==> config.mk <==
export PLATFORM = sky130hd
export DESIGN_NAME = abc_break_unit_flat
export DESIGN_NICKNAME = d
export VERILOG_FILES = /design/src/inc/abc_pkg.sv /design/src/inc/abc_if.sv /design/src/design/abc_break_unit.sv /design/src/flat_wrapper.sv
export SDC_FILE = /design/constraint.sdc
export NUM_CORES = 1
export LEC_CHECK = 0
export BUFFER_PORTS_ARGS = -buffer_cell sky130_fd_sc_hd__buf_2
export CORE_AREA = 5 5 101 103
export CTS_CLUSTER_DIAMETER = 120
export DETAILED_ROUTE_END_ITERATION = 10
export DIE_AREA = 0 0 106 108
export HOLD_SLACK_MARGIN = 0.12
export MAX_ROUTING_LAYER = met4
export PLACE_DENSITY_LB_ADDON = 0.08
export SLEW_MARGIN = 20
export SYNTH_ARGS = -nofsm -noshare
export SYNTH_HDL_FRONTEND = slang
export SYNTH_SLANG_ARGS = --single-unit
==> constraint.sdc <==
create_clock -name ref_clk_in -period 1.5 [get_ports ref_clk_in]
set_input_delay 0 -clock ref_clk_in [delete_from_list [all_inputs] [get_ports ref_clk_in]]
set_output_delay 0 -clock ref_clk_in [all_outputs]
set_load 0.05 [all_outputs]
==> src/inc/abc_pkg.sv <==
// Shared constants and types of the address break comparator
package abc_pkg;

  // Register index on the register port
  localparam logic [2:0] ABC_REG_CTRL  = 3'h0;
  localparam logic [2:0] ABC_REG_STAT  = 3'h1;
  localparam logic [2:0] ABC_REG_ADDRH = 3'h2;
  localparam logic [2:0] ABC_REG_ADDRL = 3'h3;
  localparam logic [2:0] ABC_REG_DATAH = 3'h4;
  localparam logic [2:0] ABC_REG_DATAL = 3'h5;

  // Status register fields
  localparam int         ABC_FLAG_BIT  = 7;
  localparam int         ABC_IE_BIT    = 6;
  localparam logic [7:0] ABC_STAT_RSVD = 8'h3f;
  localparam logic       ABC_FLAG_RST  = 1'h0;
  localparam logic       ABC_IE_RST    = 1'h0;

  // Control register fields
  localparam int         ABC_CYC_LSB   = 5;
  localparam int         ABC_ACMP_LSB  = 2;
  localparam int         ABC_DCMP_LSB  = 0;
  localparam logic [7:0] ABC_CTRL_RST  = 8'h00;
  localparam logic [7:0] ABC_CTRL_MASK = 8'h7f;

  localparam logic [15:0] ABC_ADDR_RST = 16'hffff;

  // Compared address width
  localparam logic [2:0] ABC_ACMP_16 = 3'h0;
  localparam logic [2:0] ABC_ACMP_12 = 3'h1;
  localparam logic [2:0] ABC_ACMP_8  = 3'h2;
  localparam logic [2:0] ABC_ACMP_4  = 3'h3;

  // Compared data bytes
  localparam logic [1:0] ABC_DCMP_NONE = 2'h0;
  localparam logic [1:0] ABC_DCMP_LOW  = 2'h1;
  localparam logic [1:0] ABC_DCMP_HIGH = 2'h2;
  localparam logic [1:0] ABC_DCMP_FULL = 2'h3;

  // Cycle kind selection
  localparam logic [1:0] ABC_CYC_FETCH = 2'h0;
  localparam logic [1:0] ABC_CYC_READ  = 2'h1;
  localparam logic [1:0] ABC_CYC_WRITE = 2'h2;
  localparam logic [1:0] ABC_CYC_RW    = 2'h3;

  typedef enum logic [1:0] {
    ABC_SP_ROM  = 2'h0,
    ABC_SP_RAM  = 2'h1,
    ABC_SP_IO8  = 2'h2,
    ABC_SP_IO16 = 2'h3
  } abc_space_e;

  typedef enum logic [1:0] {
    ABC_K_FETCH = 2'h0,
    ABC_K_READ  = 2'h1,
    ABC_K_WRITE = 2'h2,
    ABC_K_IDLE  = 2'h3
  } abc_kind_e;

  typedef enum logic [1:0] {
    ABC_ST_FIRST  = 2'b01,
    ABC_ST_SECOND = 2'b10
  } abc_split_e;

endpackage : abc_pkg

==> src/inc/abc_if.sv <==
// Internal CPU bus and register port between CPU end and break unit
interface abc_if;
  import abc_pkg::*;

  logic        bus_valid;
  logic [15:0] bus_addr;
  logic [15:0] bus_data;
  logic        bus_word;
  abc_space_e  bus_space;
  abc_kind_e   bus_kind;
  logic        reg_wr;
  logic        reg_rd;
  logic [2:0]  reg_addr;
  logic [7:0]  reg_wdata;
  logic [7:0]  reg_rdata;
  logic        irq;

  modport dev (
    input  bus_valid, bus_addr, bus_data, bus_word, bus_space, bus_kind,
    input  reg_wr, reg_rd, reg_addr, reg_wdata,
    output reg_rdata, irq
  );

  modport cpu (
    output bus_valid, bus_addr, bus_data, bus_word, bus_space, bus_kind,
    output reg_wr, reg_rd, reg_addr, reg_wdata,
    input  reg_rdata, irq
  );

endinterface : abc_if

==> src/design/abc_break_unit.sv <==
// Address break unit: compares CPU bus cycles with programmed break values
// Function
// RULE_01: Byte access data compared on upper lane.
// RULE_02: Word access: even byte upper, odd lower.
// RULE_03: Eight-bit I/O always uses upper lane.
// RULE_04: Flag bit 7 set on full match.
// RULE_05: Flag clears by zero write after read.
// RULE_06: Bit 6 enables the break interrupt.
// RULE_07: Status bits 5..0 ignore writes, read one.
// RULE_08: Break address is 16 bits, resets ffff.
// RULE_09: Fetch breaks use instruction's first byte address.
// RULE_10: Data high/low bytes match upper/lower lanes.
// RULE_11: Break data unreset; byte data in high.
// RULE_12: Interrupt request while flag and enable set.
// RULE_13: Exception taken after current instruction ends.
// RULE_14: Break request ignores the CPU mask bit.
// RULE_15: Address select picks 16/12/8/4 compared bits.
// RULE_16: Data select: none, low, high, full.
// RULE_17: Word to 8-bit I/O is two bytes.
// RULE_18: With data compare, address and data together.
module abc_break_unit
  import abc_pkg::*;
(
  input  wire logic ref_clk_in,
  input  wire logic srst_in,
  abc_if.dev        bus,
  output logic      break_flag_out,
  output logic      break_hit_out
);

  logic [7:0]  ctrl;
  logic        flag;
  logic        ie;
  logic        flag_seen;
  logic [15:0] brk_addr;
  logic [15:0] brk_data;
  logic [7:0]  rdata;
  logic        irq;

  logic [2:0]  acmp;
  logic [1:0]  dcmp;
  logic [1:0]  cyc_sel;
  logic [15:0] addr_mask;
  logic        addr_sel_ok;
  logic        addr_hit;
  logic        upper_only;
  logic        hi_ok;
  logic        lo_ok;
  logic        data_hit;
  logic        cycle_hit;
  logic        hit;
  logic        stat_wr;
  logic        stat_rd;
  logic        flag_clr;
  logic        next_flag;
  logic        next_ie;

  assign acmp    = ctrl[ABC_ACMP_LSB +: 3];
  assign dcmp    = ctrl[ABC_DCMP_LSB +: 2];
  assign cyc_sel = ctrl[ABC_CYC_LSB +: 2];

  // Address width select; reserved codes never match
  always_comb begin
    addr_sel_ok = 1'b1;
    case (acmp)
      ABC_ACMP_16: addr_mask = 16'hffff; // RULE_15
      ABC_ACMP_12: addr_mask = 16'hfff0; // RULE_15
      ABC_ACMP_8:  addr_mask = 16'hff00; // RULE_15
      ABC_ACMP_4:  addr_mask = 16'hf000; // RULE_15
      default: begin
        addr_mask   = 16'h0000;
        addr_sel_ok = 1'b0;
      end
    endcase
  end

  assign addr_hit = addr_sel_ok &&
                    (((bus.bus_addr ^ brk_addr) & addr_mask) == 16'h0000);

  // Byte cycles and any 8-bit I/O cycle carry data on the upper lane only
  assign upper_only = !bus.bus_word || // RULE_01
                      (bus.bus_space == ABC_SP_IO8); // RULE_03 RULE_17

  // Even byte on upper lane, odd byte on lower lane for word cycles
  assign hi_ok = (bus.bus_data[15:8] == brk_data[15:8]); // RULE_10 RULE_02
  assign lo_ok = !upper_only &&
                 (bus.bus_data[7:0] == brk_data[7:0]); // RULE_10 RULE_02

  // Low-only compare cannot match a byte cycle: the lower lane is idle
  always_comb begin
    case (dcmp)
      ABC_DCMP_NONE: data_hit = 1'b1; // RULE_16
      ABC_DCMP_LOW:  data_hit = lo_ok; // RULE_16
      ABC_DCMP_HIGH: data_hit = hi_ok; // RULE_16
      ABC_DCMP_FULL: data_hit = hi_ok && (upper_only || lo_ok); // RULE_16
      default:       data_hit = 1'b0;
    endcase
  end

  always_comb begin
    case (cyc_sel)
      ABC_CYC_FETCH: cycle_hit = (bus.bus_kind == ABC_K_FETCH);
      ABC_CYC_READ:  cycle_hit = (bus.bus_kind == ABC_K_READ);
      ABC_CYC_WRITE: cycle_hit = (bus.bus_kind == ABC_K_WRITE);
      ABC_CYC_RW:    cycle_hit = (bus.bus_kind == ABC_K_READ) ||
                                 (bus.bus_kind == ABC_K_WRITE);
      default:       cycle_hit = 1'b0;
    endcase
  end

  // Address and data must hit in the same bus cycle
  assign hit = bus.bus_valid && addr_hit && data_hit && cycle_hit; // RULE_18

  assign stat_wr = bus.reg_wr && (bus.reg_addr == ABC_REG_STAT);
  assign stat_rd = bus.reg_rd && (bus.reg_addr == ABC_REG_STAT);

  // Only a zero write after reading the flag as one clears it
  assign flag_clr = stat_wr && flag_seen &&
                    !bus.reg_wdata[ABC_FLAG_BIT]; // RULE_05

  // A hit in the clearing cycle wins
  assign next_flag = hit || (flag && !flag_clr); // RULE_04
  assign next_ie   = stat_wr ? bus.reg_wdata[ABC_IE_BIT] : ie; // RULE_06

  always_ff @(posedge ref_clk_in) begin
    if (srst_in) begin
      flag <= ABC_FLAG_RST;
    end else begin
      flag <= next_flag; // RULE_04
    end
  end

  always_ff @(posedge ref_clk_in) begin
    if (srst_in) begin
      ie <= ABC_IE_RST;
    end else begin
      ie <= next_ie; // RULE_06
    end
  end

  // Read of flag as one arms the clear; any status write disarms it
  always_ff @(posedge ref_clk_in) begin
    if (srst_in) begin
      flag_seen <= 1'b0;
    end else if (stat_wr) begin
      flag_seen <= 1'b0; // RULE_05
    end else if (stat_rd && flag) begin
      flag_seen <= 1'b1; // RULE_05
    end
  end

  always_ff @(posedge ref_clk_in) begin
    if (srst_in) begin
      ctrl <= ABC_CTRL_RST;
    end else if (bus.reg_wr && (bus.reg_addr == ABC_REG_CTRL)) begin
      ctrl <= bus.reg_wdata & ABC_CTRL_MASK;
    end
  end

  always_ff @(posedge ref_clk_in) begin
    if (srst_in) begin
      brk_addr <= ABC_ADDR_RST; // RULE_08
    end else if (bus.reg_wr && (bus.reg_addr == ABC_REG_ADDRH)) begin
      brk_addr[15:8] <= bus.reg_wdata; // RULE_08
    end else if (bus.reg_wr && (bus.reg_addr == ABC_REG_ADDRL)) begin
      brk_addr[7:0] <= bus.reg_wdata; // RULE_08
    end
  end

  // Left unreset on purpose: software loads it before use
  always_ff @(posedge ref_clk_in) begin
    if (bus.reg_wr && (bus.reg_addr == ABC_REG_DATAH)) begin
      brk_data[15:8] <= bus.reg_wdata; // RULE_11
    end else if (bus.reg_wr && (bus.reg_addr == ABC_REG_DATAL)) begin
      brk_data[7:0] <= bus.reg_wdata; // RULE_11
    end
  end

  // Read data stand in the cycle after the strobe only
  always_ff @(posedge ref_clk_in) begin
    if (srst_in) begin
      rdata <= 8'h00;
    end else if (bus.reg_rd) begin
      case (bus.reg_addr)
        ABC_REG_CTRL:  rdata <= ctrl;
        ABC_REG_STAT:  rdata <= {flag, ie, ABC_STAT_RSVD[5:0]}; // RULE_07
        ABC_REG_ADDRH: rdata <= brk_addr[15:8];
        ABC_REG_ADDRL: rdata <= brk_addr[7:0];
        ABC_REG_DATAH: rdata <= brk_data[15:8];
        ABC_REG_DATAL: rdata <= brk_data[7:0];
        default:       rdata <= 8'h00;
      endcase
    end else begin
      rdata <= 8'h00;
    end
  end

  // Registered from next values so the request tracks flag and enable
  always_ff @(posedge ref_clk_in) begin
    if (srst_in) begin
      irq <= 1'b0;
    end else begin
      irq <= next_flag && next_ie; // RULE_12
    end
  end

  always_ff @(posedge ref_clk_in) begin
    if (srst_in) begin
      break_hit_out <= 1'b0;
    end else begin
      break_hit_out <= hit;
    end
  end

  assign bus.reg_rdata   = rdata;
  assign bus.irq         = irq;
  assign break_flag_out  = flag;

endmodule : abc_break_unit

==> src/flat_wrapper.sv <==
// flat-port wrapper written by rule: the top's interface ports become plain ports
module abc_break_unit_flat import abc_pkg::*;
  (ref_clk_in, srst_in, break_flag_out, break_hit_out, bus_bus_valid, bus_bus_addr, bus_bus_data, bus_bus_word, bus_bus_space, bus_bus_kind, bus_reg_wr, bus_reg_rd, bus_reg_addr, bus_reg_wdata, bus_reg_rdata, bus_irq);
  abc_if bus_i ();
  input  wire logic ref_clk_in;
  input  wire logic srst_in;
  output logic break_flag_out;
  output logic break_hit_out;
  input wire logic [$bits(bus_i.bus_valid)-1:0] bus_bus_valid;
  input wire logic [$bits(bus_i.bus_addr)-1:0] bus_bus_addr;
  input wire logic [$bits(bus_i.bus_data)-1:0] bus_bus_data;
  input wire logic [$bits(bus_i.bus_word)-1:0] bus_bus_word;
  input wire logic [$bits(bus_i.bus_space)-1:0] bus_bus_space;
  input wire logic [$bits(bus_i.bus_kind)-1:0] bus_bus_kind;
  input wire logic [$bits(bus_i.reg_wr)-1:0] bus_reg_wr;
  input wire logic [$bits(bus_i.reg_rd)-1:0] bus_reg_rd;
  input wire logic [$bits(bus_i.reg_addr)-1:0] bus_reg_addr;
  input wire logic [$bits(bus_i.reg_wdata)-1:0] bus_reg_wdata;
  output wire logic [$bits(bus_i.reg_rdata)-1:0] bus_reg_rdata;
  output wire logic [$bits(bus_i.irq)-1:0] bus_irq;
  assign bus_i.bus_valid = bus_bus_valid;
  assign bus_i.bus_addr = bus_bus_addr;
  assign bus_i.bus_data = bus_bus_data;
  assign bus_i.bus_word = bus_bus_word;
  assign bus_i.bus_space = bus_bus_space;
  assign bus_i.bus_kind = bus_bus_kind;
  assign bus_i.reg_wr = bus_reg_wr;
  assign bus_i.reg_rd = bus_reg_rd;
  assign bus_i.reg_addr = bus_reg_addr;
  assign bus_i.reg_wdata = bus_reg_wdata;
  assign bus_reg_rdata = bus_i.reg_rdata;
  assign bus_irq = bus_i.irq;
  abc_break_unit u_core (.ref_clk_in(ref_clk_in), .srst_in(srst_in), .bus(bus_i), .break_flag_out(break_flag_out), .break_hit_out(break_hit_out));
endmodule
Word-level counts from Yosys, hierarchy flattened
Cells that the tools add are included. Widths: inputs -> output; s select.

Register bits: 52. Bits of input ports: 53. Output and inout port bits: 11. Word-level logic and storage cells: 78.

Equality and inequality tests: 19. Muxes and demuxes: 6. Bitwise gates (word level): 5. Reduce and logical (&&, ||, !) cells: 37.

Operators with widths (count): $pmux 16 s4 (1); $pmux 8 s6 (1); $logic_and 1x1->1 (18); $and 16x16->16 (1); $eq 8x8->1 (2); $logic_not 16->1 (1); $xor 16x16->16 (1); $eq 2x2->1 const B (6); $eq 3x2->1 const B (4); $pmux 1 s4 (2); $eq 2x1->1 const B (3); $eq 3x1->1 const B (2); $eq 3x3->1 const B (2); $logic_not 2->1 (3); $logic_not 3->1 (2); $logic_not 1->1 (4); $logic_or 1x1->1 (4); $reduce_and 2->1 (2); $reduce_or 2->1 (2); $reduce_or 4->1 (1); $not 1->1 (3); $mux 1 (2).

Logic depth before layout (Yosys ltp)
Gate-level depths: netlist (run 1).

Word-level depth: 11. Depth in mapped cells: 6. Gate-level depth less buffers: 6.

Least setup slack after synthesis (run 1)
No wires, ideal clock.

Kind: register to register. Start point: reg u_core.brk_addr[13]. End point: reg u_core.flag (netlist: u_core.break_flag_out). Library setup time: 0.070 ns. Arrival time: 1.302 ns. Required time: 1.430 ns. Slack: 0.128 ns. Cell stages (with the launch flop): 6. Clock period less this slack: 1.372 ns. Cells stage by stage: dfxtp_1 nor2b_1 a2111o_1 and4bb_1 o2111ai_1 a21oi_1.

Word-level cells in the longest chain between the ends: 8.

Ends and longest elaborated chain: from (decl) (line abc_break_unit.sv:35) `logic [15:0] brk_addr;`; from (signal assigned) (line abc_break_unit.sv:164) `brk_addr[15:8] <= bus.reg_wdata;`; $xor 16x16->16 (line abc_break_unit.sv:78) `(((bus.bus_addr ^ brk_addr) & addr_mask) == 16'h0000);`; $and 16x16->16 (line abc_break_unit.sv:78); $logic_not 16->1 (line abc_break_unit.sv:78); $logic_and 1x1->1 (line abc_break_unit.sv:77) `assign addr_hit = addr_sel_ok &&`; $logic_and 1x1->1 (3 in series) (line abc_break_unit.sv:112) `assign hit = bus.bus_valid && addr_hit && data_hit && cycle_hit;`; $logic_or 1x1->1 (line abc_break_unit.sv:122) `assign next_flag = hit || (flag && !flag_clr);`; to (signal assigned) (line abc_break_unit.sv:129) `flag <= next_flag;`; to (decl) (line abc_break_unit.sv:32) `logic flag;`.

Every way passes these cells. A chain may end at the register's enable or synchronous reset.

Worst setup path after layout (run 1)
Start point: reg u_core.brk_addr[11]. End point: reg u_core.flag (netlist: u_core.break_flag_out).

The elaborated chain is that of the path after synthesis.

==> results of run 1 <==
## sequential cells by signal (all words and copies together), names as in the netlist
name / flops
u_core.break_flag_out: 1
u_core.brk_addr: 16
u_core.brk_data: 16
u_core.ie: 1
u_core.break_hit_out: 1
u_core.bus.reg_rdata: 8
u_core.bus.irq: 1
u_core.ctrl: 7
u_core.flag_seen: 1
## worst register-to-register path, cell delays in order, from the launching register on
cell and delay, ns:
dfxtp_1 0.33, xor2_1 0.18, o41ai_4 0.37, and4bb_1 0.25, o2111ai_2 0.11, a21oi_1 0.16
## worst max-delay path by stage
stage	cells after the start	startpoint	endpoint	slack (ns)
4_1_cts	5	u_core.brk_addr[13]	u_core.bus.irq	0.004
3_5_place_dp	5	u_core.brk_data[4]	u_core.break_flag_out	-0.06
2_1_floorplan	5	u_core.brk_addr[13]	u_core.break_flag_out	0.13
6_report	5	u_core.brk_addr[11]	u_core.break_flag_out	0.05
5_1_grt	5	u_core.brk_data[1]	u_core.bus.irq	-0.09
3_3_place_gp	5	u_core.brk_data[4]	u_core.bus.irq	-0.08
## metal layers
| layer | vias up | track usage, % |
|---|---|---|
| met1 | 1069 | 20.2 |
| met2 | 62 | 24.9 |
| met3 | 4 | 2.63 |
| met5 | - | - |
| met4 | 0 | 3.79 |
| li1 | 1118 | - |
## cell families (layout without fill, tap and decap cells)
| family | Yosys count | count (layout) |
|---|---|---|
| AOI/OAI and AO/OA | 38 | 38 |
| and+or+nand+nor | 107 | 107 |
| muxes | 18 | 18 |
| buffers and inverters | 23 | 115 |
| DFF | 52 | 52 |
| xor gates and xnor gates | 29 | 29 |
| adders and majority gates | 3 | 3 |
## placed cells by master, fill, tap and decap left out, drive strengths merged, types with 2 or more instances in the layout
cell type    count
a31oi            3
a2bb2oi          3
dlygate4sd3     10
o21ai            6
nand2b           6
ha               3
inv             11
o2111ai          2
nor3             3
xor2             5
a21oi            9
mux4             2
nand2           40
nand4            5
clkbuf           5
nor2            24
dfxtp           36
a211oi           7
edfxtp          16
xnor2           24
nand3b          18
nor2b            3
mux2i           15
buf             86
## metrics by stage
| stage | TNS [ns] | utilization (%) | std cells | hold WS [ns] |
|---|---|---|---|---|
| detailed placement | -0.147 | 35.4 | 455 | 0.277 |
| finish | 0 | 37.9 | 473 | 0.152 |
| floorplan | 0 | - | 270 | 0.0989 |
| global placement | -0.198 | 35.4 | 455 | 0.276 |
| global route | -0.171 | 37.9 | 473 | 0.181 |
| CTS | 0 | 37.8 | 473 | 0.141 |
## area by class of cell
type                    instances  area [um^2]
inverters                      11         41.3
repair buffers                 96          588
multi-input cells             195         1370
clock inverters                 3         42.5
flip-flops and latches         52         1200
well taps                     111          139
clock buffers                   5         68.8
fillers                       967         5660
## power groups by stage
stage,clock [uW],sequential [uW],combinational (uW)
floorplan,0,1580,233
global placement,0,1550,474
detailed placement,0,1550,473
CTS,1020,1520,497
global route,1060,1530,535
finish,1000,1520,489
## what timing repair did
action                     CTS  global route
setup endpoints to repair    3             3
pin swaps                    3             5
hold endpoints to repair    41             0
hold buffers                10             0
gates resized for setup      1             1
==> summary.md, run 1 <==
| Metric | Value |
|---|---|
| Outcome | completed |
| XOR/XNOR share of the synthesized area | 9.58% |
| CTS root buffer | clkbuf_8 |
| Fraction of synthesized area in multiplexers | 7.79% |
| Largest fanout on the critical path | 2 |
| Number of clock sinks | 52 |
| CTS Buf Count | 5 |
| Vertical die dimension | 108 um |
| Synthesized area per cell | 9.82 um^2 |
| Area post-placement | 3230 um^2 |
| CTS tree | done |
| Critical path class | reg2reg |
| Highest metal used | met4 |
| Die width | 106 um |
| Post-route cell area | 3450 um^2 |
| CP Data Required Time | 1.75 ns |
| Setup slack of the critical path after layout | 0.0458 ns |
| Drt pass-1 iters | 4 |
| Pwr/cell area | 872 nW/um^2 |
| Buffer depth of the longest clock path | 2 |
| Starting utilization of the core area | 29.1% |
| Synth area leader | dfxtp_1 |
| Total Routing Usage GR | 15.4% |
| Met2 Wirelength | 4040 um |
| Max-slew violations | 0 |
| Final setup fails | 0 |
| Hold Crit Depth | 6 |
| Critical path, cell by cell | xor2_1 -> o41ai_4 -> and4bb_1 -> o2111ai_2 -> a21oi_1 |
| Number of global-route vias before repair | 2322 |
| Number of synthesized register bits | 52 |
| Critical register-to-register path endpoint | u_core.break_flag_out |
| WL per Instance | 17.6 um |
| PnR Total Power | 3010 uW |
| Combinational family with the most area after synthesis | simple AND/OR/NAND/NOR gates |
| Setup slack at placement | -0.0619 ns |
| Number of buffer cells added on primary ports | 63 |
| Buffering stage count on the worst path with inverters included | 0 |
| Net Switching | 797 uW |
| Worst-Margin Slew | 0.380 ns |
| Unrepaired setup endpoints after global routing | yes |
| Number of levels the H-tree was split into | 2 |
| Core Footprint | 9110 um^2 |
| Hold violation count in the final report | 0 |
| Fraction of layout cells with a size suffix above 1 | 29.3% |
| Adder-cell area share of the yosys netlist | 1.42% |
| Routability-driven placement congestion ratio | 0.778 |
| Antenna violations before repair | 0 |
| DRC violation count after routing | 0 |
| Dominant register cell in the synthesized netlist | dfxtp_1 |
| Worst rel slew slack | 74.6% |
| P&R area growth vs syn | 30.3% |
| Reg-to-reg setup timing slack | 0.05 ns |
| Top cell type's share of synthesized area | 27.2% |
| Count of max-cap constraint violations | 0 |
| Largest cells by area after synthesis | dfxtp_1, edfxtp_1, xnor2_1 |
| Final Skew | 0.00826 ns |
| Final net count | 417 |
| Complex-gate fraction of the synthesized area | 10.5% |
| Fraction of power consumed by the clock network | 33.2% |
| Most common library cells after synthesis | nand2_1, dfxtp_1, nor2_1, xnor2_1, nand3b_1 |
| Cell Int Power | 2210 uW |
| Synthesis Warnings | 0 |
| Fraction of synthesis flops using an asynchronous set or reset pin | 0% |
| Worst EP arrival | 1.71 ns |
| Most numerous cell in the Yosys netlist | nand2_1 |
| Total overflow reported by the global router | 0 |
| Clock latency of the later-clocked register in the worst-skew pair | 0.31 ns |
| Area of the die | 11400 um^2 |
| Part of the total power dissipated in sequential elements | 50.6% |
| R2R Path Start | u_core.brk_addr[11] |
| Post-Synthesis Net Count | 326 |
| Hold worst-path end | u_core.break_hit_out |
| Depth of the worst register-to-register path | 5 |
| Combinational share of power | 16.2% |
| Share of synthesized cell area in and, or, nand and nor gates | 21.9% |
| Final critical path time including I/O delays and setup | 1.45 ns |
| Std-Cell Rows | 35 |
| Clock input transition at the sequential cells of the worst setup and hold paths | 0.10 ns |
| Leakage Power | 0.00148 uW |
| Largest net degree at the start of global routing | 23 |
| Worst hold path startpoint | bus_bus_addr[13] |
| Crit-path max cell delay | 0.37 ns |
| DPL Wire Length | 6600 um |
| Wire length of the first global-routing pass | 13000 um |
| Final worst path period share | 96.9% |
| Maximum clock frequency | 0.688 GHz |
| Number of nets with antenna violations after routing | 0 |
| Total via count in the routed design | 2253 |
| Count of flip-flops with a built-in enable after synthesis | 16 |
| Slowest cell on the critical path | o41ai_4 |
| Distinct cell type count of the synthesized netlist | 45 |
| Fraction of the yosys area taken by sequential cells | 45.3% |
| Met1 wire length | 3820 um |
| Hold Crit Class | in2reg |
| Via-to-Cell Ratio | 4.76 |
| Buffer count from post-CTS setup fixing | 0 |
| Cell area after technology mapping | 2650 um^2 |
| Cell count after synthesis | 270 |
| Category of the worst setup path capture point | register |
| Final routed wirelength across all metal layers | 8320 um |
| Launching element type of the critical path | register |
| Number of inserted diodes | 0 |
| Number of design-rule violations left by the first detailed-router iteration | 91 |
| Switching part of the total | 26.5% |
| Largest vdd supply drop | 0.360 mV |
| Cell family with most CP delay | compound AO/OA/AOI/OAI gates |
| Number of top-level pins | 64 |
| Wire length on met3 | 415 um |
Power figures use the tool's default switching activity.
==> inputs of run 2 (changes only) <==
- clock period: 1.5 -> 1.45 ns (I/O delays scaled with it)
==> summary.md, run 2 (synthesis gave the netlist of run 1 again) <==
| Metric | Value |
|---|---|
| Final critical path time including I/O delays and setup | 1.44 ns (was 1.45 ns) |
| CP Data Required Time | 1.69 ns (was 1.75 ns) |
| Routability-driven placement congestion ratio | 0.792 (was 0.778) |
| Number of buffer cells added on primary ports | 63 (unchanged) |
| Clock input transition at the sequential cells of the worst setup and hold paths | 0.10 ns (about the same) |
| Number of inserted diodes | 0 (unchanged) |
| Die width | 106 um (unchanged) |
| Largest fanout on the critical path | 2 (unchanged) |
| WL per Instance | 17.2 um (was 17.6 um) |
| Leading cell types in the layout, fill and taps excluded | buf_2, nand2_1, dfxtp_1, nor2_1 (unchanged) |
| Clock latency of the later-clocked register in the worst-skew pair | 0.30 ns (was 0.31 ns) |
| Buffer depth of the longest clock path | 2 (unchanged) |
| Max-slew violations | 0 (unchanged) |
| Worst-Margin Slew | 0.662 ns (was 0.380 ns) |
| Final routed wirelength across all metal layers | 8160 um (was 8320 um) |
| Total via count in the routed design | 2199 (was 2253) |
| Outcome | completed (unchanged) |
| Via-to-Cell Ratio | 4.64 (was 4.76) |
| Antenna violations before repair | 0 (unchanged) |
| Final net count | 418 (was 417) |
| CTS Buf Count | 5 (unchanged) |
| Total overflow reported by the global router | 0 (unchanged) |
| Area of the die | 11400 um^2 (unchanged) |
| Launching element type of the critical path | register (unchanged) |
| Std-Cell Rows | 35 (unchanged) |
| Number of clock sinks | 52 (unchanged) |
| Most common library cell in the layout ignoring fill and taps | buf_2 (unchanged) |
| Fill cell total of the finished layout | 921 (was 967) |
| Largest net degree at the start of global routing | 17 (was 23) |
| Vertical die dimension | 108 um (unchanged) |
| Number of design-rule violations left by the first detailed-router iteration | 69 (was 91) |
| Final Skew | 0.00838 ns (was 0.00826 ns) |
| Setup slack of the critical path after layout | 0.00846 ns (was 0.0458 ns) |
| DPL Wire Length | 6610 um (was 6600 um) |
| GRT met1 Usage | 20.3% (was 20.2%) |
| DRC violation count after routing | 0 (unchanged) |
| Setup TNS | 0 ns (unchanged) |
| Total placed cells including tap cells | 455 (unchanged) |
| Count of max-cap constraint violations | 0 (unchanged) |
| Hold violation count in the final report | 0 (unchanged) |
| Final worst path period share | 99.4% (was 96.9%) |
| Category of the worst setup path capture point | register (unchanged) |
| Number of global-route vias before repair | 2260 (was 2322) |
| Critical path class | reg2reg (unchanged) |
| Number of levels the H-tree was split into | 2 (unchanged) |
| Drt pass-1 iters | 4 (unchanged) |
| Total Routing Usage GR | 15.2% (was 15.4%) |
| Worst EP arrival | 1.68 ns (was 1.71 ns) |
| Maximum clock frequency | 0.694 GHz (was 0.688 GHz) |
| Worst rel slew slack | 55.8% (was 74.6%) |
| Number of top-level pins | 64 (unchanged) |
| Starting utilization of the core area | 29.1% (unchanged) |
| Unrepaired setup endpoints after global routing | yes (unchanged) |
| Setup slack at placement | -0.0968 ns (was -0.0619 ns) |
| P&R area growth vs syn | 31.8% (was 30.3%) |
| CTS root buffer | clkbuf_8 (unchanged) |
| Final setup fails | 0 (unchanged) |
| Core Footprint | 9110 um^2 (unchanged) |
| Global routing met2 resource utilization | 24.5% (was 24.9%) |
| Wire length of the first global-routing pass | 12800 um (was 13000 um) |
| Largest vdd supply drop | 0.472 mV (was 0.360 mV) |
| CTS tree | done (unchanged) |
| Hold Crit Class | in2reg (unchanged) |
| Area post-placement | 3240 um^2 (was 3230 um^2) |
| Number of nets with antenna violations after routing | 0 (unchanged) |
| Final cell count without fillers | 474 (was 473) |
| Pwr/cell area | 880 nW/um^2 (was 872 nW/um^2) |
| Fraction of layout cells with a size suffix above 1 | 30.6% (was 29.3%) |
| Leakage Power | 0.00149 uW (was 0.00148 uW) |
| Routing usage on met3 | 2.45% (was 2.63%) |
| Post-route cell area | 3490 um^2 (was 3450 um^2) |
| Grt peak-use layer | met2 (unchanged) |
## run 2: cell types whose count changed in the layout (fill, tap and decap cells not counted), moves of 2 or more
cell / before / now
dfxtp_2: 0 / 2
xor2_1: 5 / 3
clkbuf_1: 0 / 2
dfxtp_1: 36 / 34
xor2_2: 0 / 2
## run 2: through the flow
| step | utilization [%] | total power [uW] | hold WS [ns] |
|---|---|---|---|
| 6_report | 38.4 | 3080 | 0.159 |
| 5_1_grt | 38.4 | 3220 | 0.191 |
| 4_1_cts | 38.1 | 3120 | 0.155 |
| 3_5_place_dp | 35.6 | 2090 | 0.277 |
| 3_3_place_gp | 35.6 | 2100 | 0.280 |
| 2_1_floorplan | - | 1870 | 0.0989 |
## run 2: routing by layer
metal,wire length [um],up-vias
li1,-,1120
met1,3990,1038
met2,3910,35
met3,199,6
met4,55,0
met5,0,-
## run 2: final timing paths
check	depth (start not counted)	start	end	slack (ns)
setup / recovery	5	u_core.brk_addr[13]	u_core.break_flag_out	0.008
hold / removal	3	bus_reg_addr[0]	u_core.bus.reg_rdata[3]	0.16
setup reg to reg	5	u_core.brk_addr[13]	u_core.break_flag_out	0.008
hold reg to reg	2	u_core.brk_addr[2]	u_core.brk_addr[2]	0.52
## run 2: cell type report
cell class                      instances  area (um^2)  area share (%)
Clock buffer                            7         76.3            2.18
Sequential cell                        52         1200            34.5
Inverter                               11         41.3            1.18
Tap cell                              111          139            3.98
Clock inverter                          1         30.0           0.860
Timing Repair Buffer                   97          608            17.4
Multi-Input combinational cell        195         1400            39.9
## run 2: power by group
group | total [uW] | internal (uW) | switching, uW
Combinational | 510 | 237 | 273
Clock | 992 | 518 | 475
Sequential | 1570 | 1540 | 30.5
## run 2: what timing repair did
action	4_1_cts	5_1_grt
endpoints found under the setup margin	3	3
buffers inserted	1	0
gates resized for setup	4	5
pin swaps	9	7
hold buffers	10	0
endpoints found under the hold margin	40	0
## run 2: critical path, cell delays in order, from the launching register on
cell and delay [ns]:
dfxtp_1 0.31, nor2b_1 0.12, a2111o_1 0.40, and4bb_1 0.28, o2111ai_2 0.11, a21oi_1 0.16
==> inputs of run 3 (changes only) <==
- CORE_AREA: 5 5 101 103 -> 5 5 94 96
- DIE_AREA: 0 0 106 108 -> 0 0 99 101
- RECOVER_POWER: default -> 50
==> summary.md, run 3 (synthesis gave the netlist of run 1 again) <==
| Metric | Value |
|---|---|
| Drt pass-1 iters | 4 (unchanged) |
| Final setup fails | 1 (was 0) |
| Combinational share of power | 16.6% (about the same) |
| Worst-Margin Slew | 0.545 ns (was 0.662 ns) |
| Hold violation count in the final report | 0 (unchanged) |
| Routability-driven placement congestion ratio | 0.768 (was 0.792) |
| Vertical die dimension | 101 um (was 108 um) |
| Setup slack of the critical path after layout | -0.00838 ns (was 0.00846 ns) |
| CTS root buffer | clkbuf_8 (unchanged) |
| Depth of the worst register-to-register path | 5 (unchanged) |
| End of the critical path | u_core.break_flag_out (unchanged) |
| Startpoint of the worst setup timing path | u_core.brk_addr[8] (was u_core.brk_addr[13]) |
| Number of top-level pins | 64 (unchanged) |
| CTS tree | done (unchanged) |
| DPL Wire Length | 5930 um (was 6610 um) |
| Setup slack at placement | -0.0511 ns (was -0.0968 ns) |
| R2R Path Start | u_core.brk_addr[8] (was u_core.brk_addr[13]) |
| Fraction of power consumed by the clock network | 30.7% (was 32.3%) |
| Final Skew | 0.0117 ns (was 0.00838 ns) |
| DRC violation count after routing | 0 (unchanged) |
| Area of the die | 10000 um^2 (was 11400 um^2) |
| Number of nets with antenna violations after routing | 0 (unchanged) |
| Antenna violations before repair | 0 (unchanged) |
| Final routed wirelength across all metal layers | 7610 um (was 8160 um) |
| Std-Cell Rows | 33 (was 35) |
| Final net count | 419 (was 418) |
| Cell Int Power | 2210 uW (was 2300 uW) |
| Via-to-Cell Ratio | 4.79 (was 4.64) |
| Fraction of layout cells with a size suffix above 1 | 25.8% (was 30.6%) |
| CTS Buf Count | 5 (unchanged) |
| Part of the total power dissipated in sequential elements | 52.7% (was 51.2%) |
| Number of buffer cells added on primary ports | 63 (unchanged) |
| Final worst path period share | 101% (was 99.4%) |
| Largest net degree at the start of global routing | 28 (was 17) |
| Total overflow reported by the global router | 0 (unchanged) |
| Number of design-rule violations left by the first detailed-router iteration | 79 (was 69) |
| Net Switching | 775 uW (was 778 uW) |
| Number of global-route vias before repair | 2280 (was 2260) |
| Total Routing Usage GR | 15.8% (was 15.2%) |
| Critical register-to-register path endpoint | u_core.break_flag_out (unchanged) |
| Fill cell total of the finished layout | 807 (was 921) |
| Worst EP arrival | 1.70 ns (was 1.68 ns) |
| Pwr/cell area | 873 nW/um^2 (was 880 nW/um^2) |
| Maximum clock frequency | 0.686 GHz (was 0.694 GHz) |
| WL per Instance | 16.2 um (was 17.2 um) |
| Violations in the final reports | negative setup slack |
| Hold Crit Class | in2reg (unchanged) |
| Leakage Power | 0.00143 uW (was 0.00149 uW) |
| Number of levels the H-tree was split into | 2 (unchanged) |
| Count of max-cap constraint violations | 0 (unchanged) |
| Clock latency of the later-clocked register in the worst-skew pair | 0.31 ns (was 0.30 ns) |
| P&R area growth vs syn | 28.9% (was 31.8%) |
| Number of inserted diodes | 0 (unchanged) |
| Unrepaired setup endpoints after global routing | yes (unchanged) |
| Core Footprint | 7970 um^2 (was 9110 um^2) |
| Number of clock sinks | 52 (unchanged) |
| Buffer depth of the longest clock path | 2 (unchanged) |
| Switching part of the total | 26.0% (was 25.3%) |
| Clock input transition at the sequential cells of the worst setup and hold paths | 0.10 ns (about the same) |
| Wire length of the first global-routing pass | 11800 um (was 12800 um) |
| Max-slew violations | 0 (unchanged) |
| Setup TNS | -0.00838 ns (was 0 ns) |
| Outcome | finished, violations left (was completed) |
| Category of the worst setup path capture point | register (unchanged) |
| Leading cell types in the layout, fill and taps excluded | buf_2, nand2_1, dfxtp_1, nor2_1, xnor2_1 (was buf_2, nand2_1, dfxtp_1, nor2_1) |
| Die width | 99 um (was 106 um) |
| Critical path class | reg2reg (unchanged) |
| Most common library cell in the layout ignoring fill and taps | buf_2 (unchanged) |
| Final critical path time including I/O delays and setup | 1.46 ns (was 1.44 ns) |
| Launching element type of the critical path | register (unchanged) |
| Largest vdd supply drop | 0.523 mV (was 0.472 mV) |
| Largest fanout on the critical path | 2 (unchanged) |
| Worst rel slew slack | 63.7% (was 55.8%) |
| Reg-to-reg setup timing slack | -0.008 ns (was 0.008 ns) |
| Starting utilization of the core area | 33.3% (was 29.1%) |
| PnR Total Power | 2980 uW (was 3080 uW) |
| Total via count in the routed design | 2248 (was 2199) |
| CP Data Required Time | 1.69 ns (about the same) |
-- run 3: worst max-delay path, cell delays in order (launching register included) --
cell	delay, ns
dfxtp_2	0.35
xor2_2	0.15
o41ai_4	0.37
and4bb_1	0.26
o2111ai_2	0.11
a21oi_1	0.14
-- run 3: cell type report --
cell class | count | area, um^2 | area share (%)
multi-input cells | 195 | 1370 | 39.9
flip-flops and latches | 52 | 1200 | 35.2
repair buffers | 98 | 577 | 16.9
well taps | 105 | 131 | 3.84
clock buffers | 8 | 100 | 2.93
inverters | 11 | 41.3 | 1.21
-- run 3: worst min path at each step --
| stage | startpoint | endpoint | slack [ns] | depth (start not counted) |
|---|---|---|---|---|
| 6_report | bus_bus_addr[13] | u_core.break_hit_out | 0.13 | 6 |
| 2_1_floorplan | bus_reg_wdata[0] | u_core.brk_data[0] | 0.1 | 0 |
| 3_3_place_gp | bus_reg_wdata[3] | u_core.brk_data[3] | 0.27 | 1 |
| 3_5_place_dp | bus_reg_wdata[2] | u_core.brk_data[2] | 0.27 | 1 |
| 4_1_cts | bus_bus_addr[13] | u_core.break_hit_out | 0.13 | 6 |
| 5_1_grt | srst_in | u_core.ctrl[2] | 0.18 | 3 |
-- run 3: stage by stage --
step	instance area [um^2]	std cells	hold WS, ns	util, %
global placement	3210	448	0.273	40.3
global route	3420	469	0.182	42.9
detailed placement	3210	448	0.274	40.3
floorplan	2650	270	0.0989	-
CTS	3440	468	0.133	43.2
finish	3420	469	0.134	42.9
-- run 3: per-layer routing --
| layer | wire (um) | global-route usage (%) |
|---|---|---|
| met5 | 0 | - |
| met4 | 60 | 3.47 |
| met3 | 262 | 2.28 |
| met2 | 3840 | 27.2 |
| met1 | 3450 | 19.7 |
-- run 3: power by group through the flow --
stage          clock network (uW)  logic, uW  registers (uW)
4_1_cts                       940        509            1570
6_report                      917        495            1570
2_1_floorplan                   0        241            1630
3_3_place_gp                    0        482            1600
3_5_place_dp                    0        481            1610
5_1_grt                       984        543            1580
-- run 3: repair_timing --
item	in CTS	in global routing
setup endpoints to repair	3	3
setup buffers	2	1
pin swaps	9	8
hold buffers	10	0
hold endpoints to repair	41	0
gates cloned	0	0
resized for setup	4	1
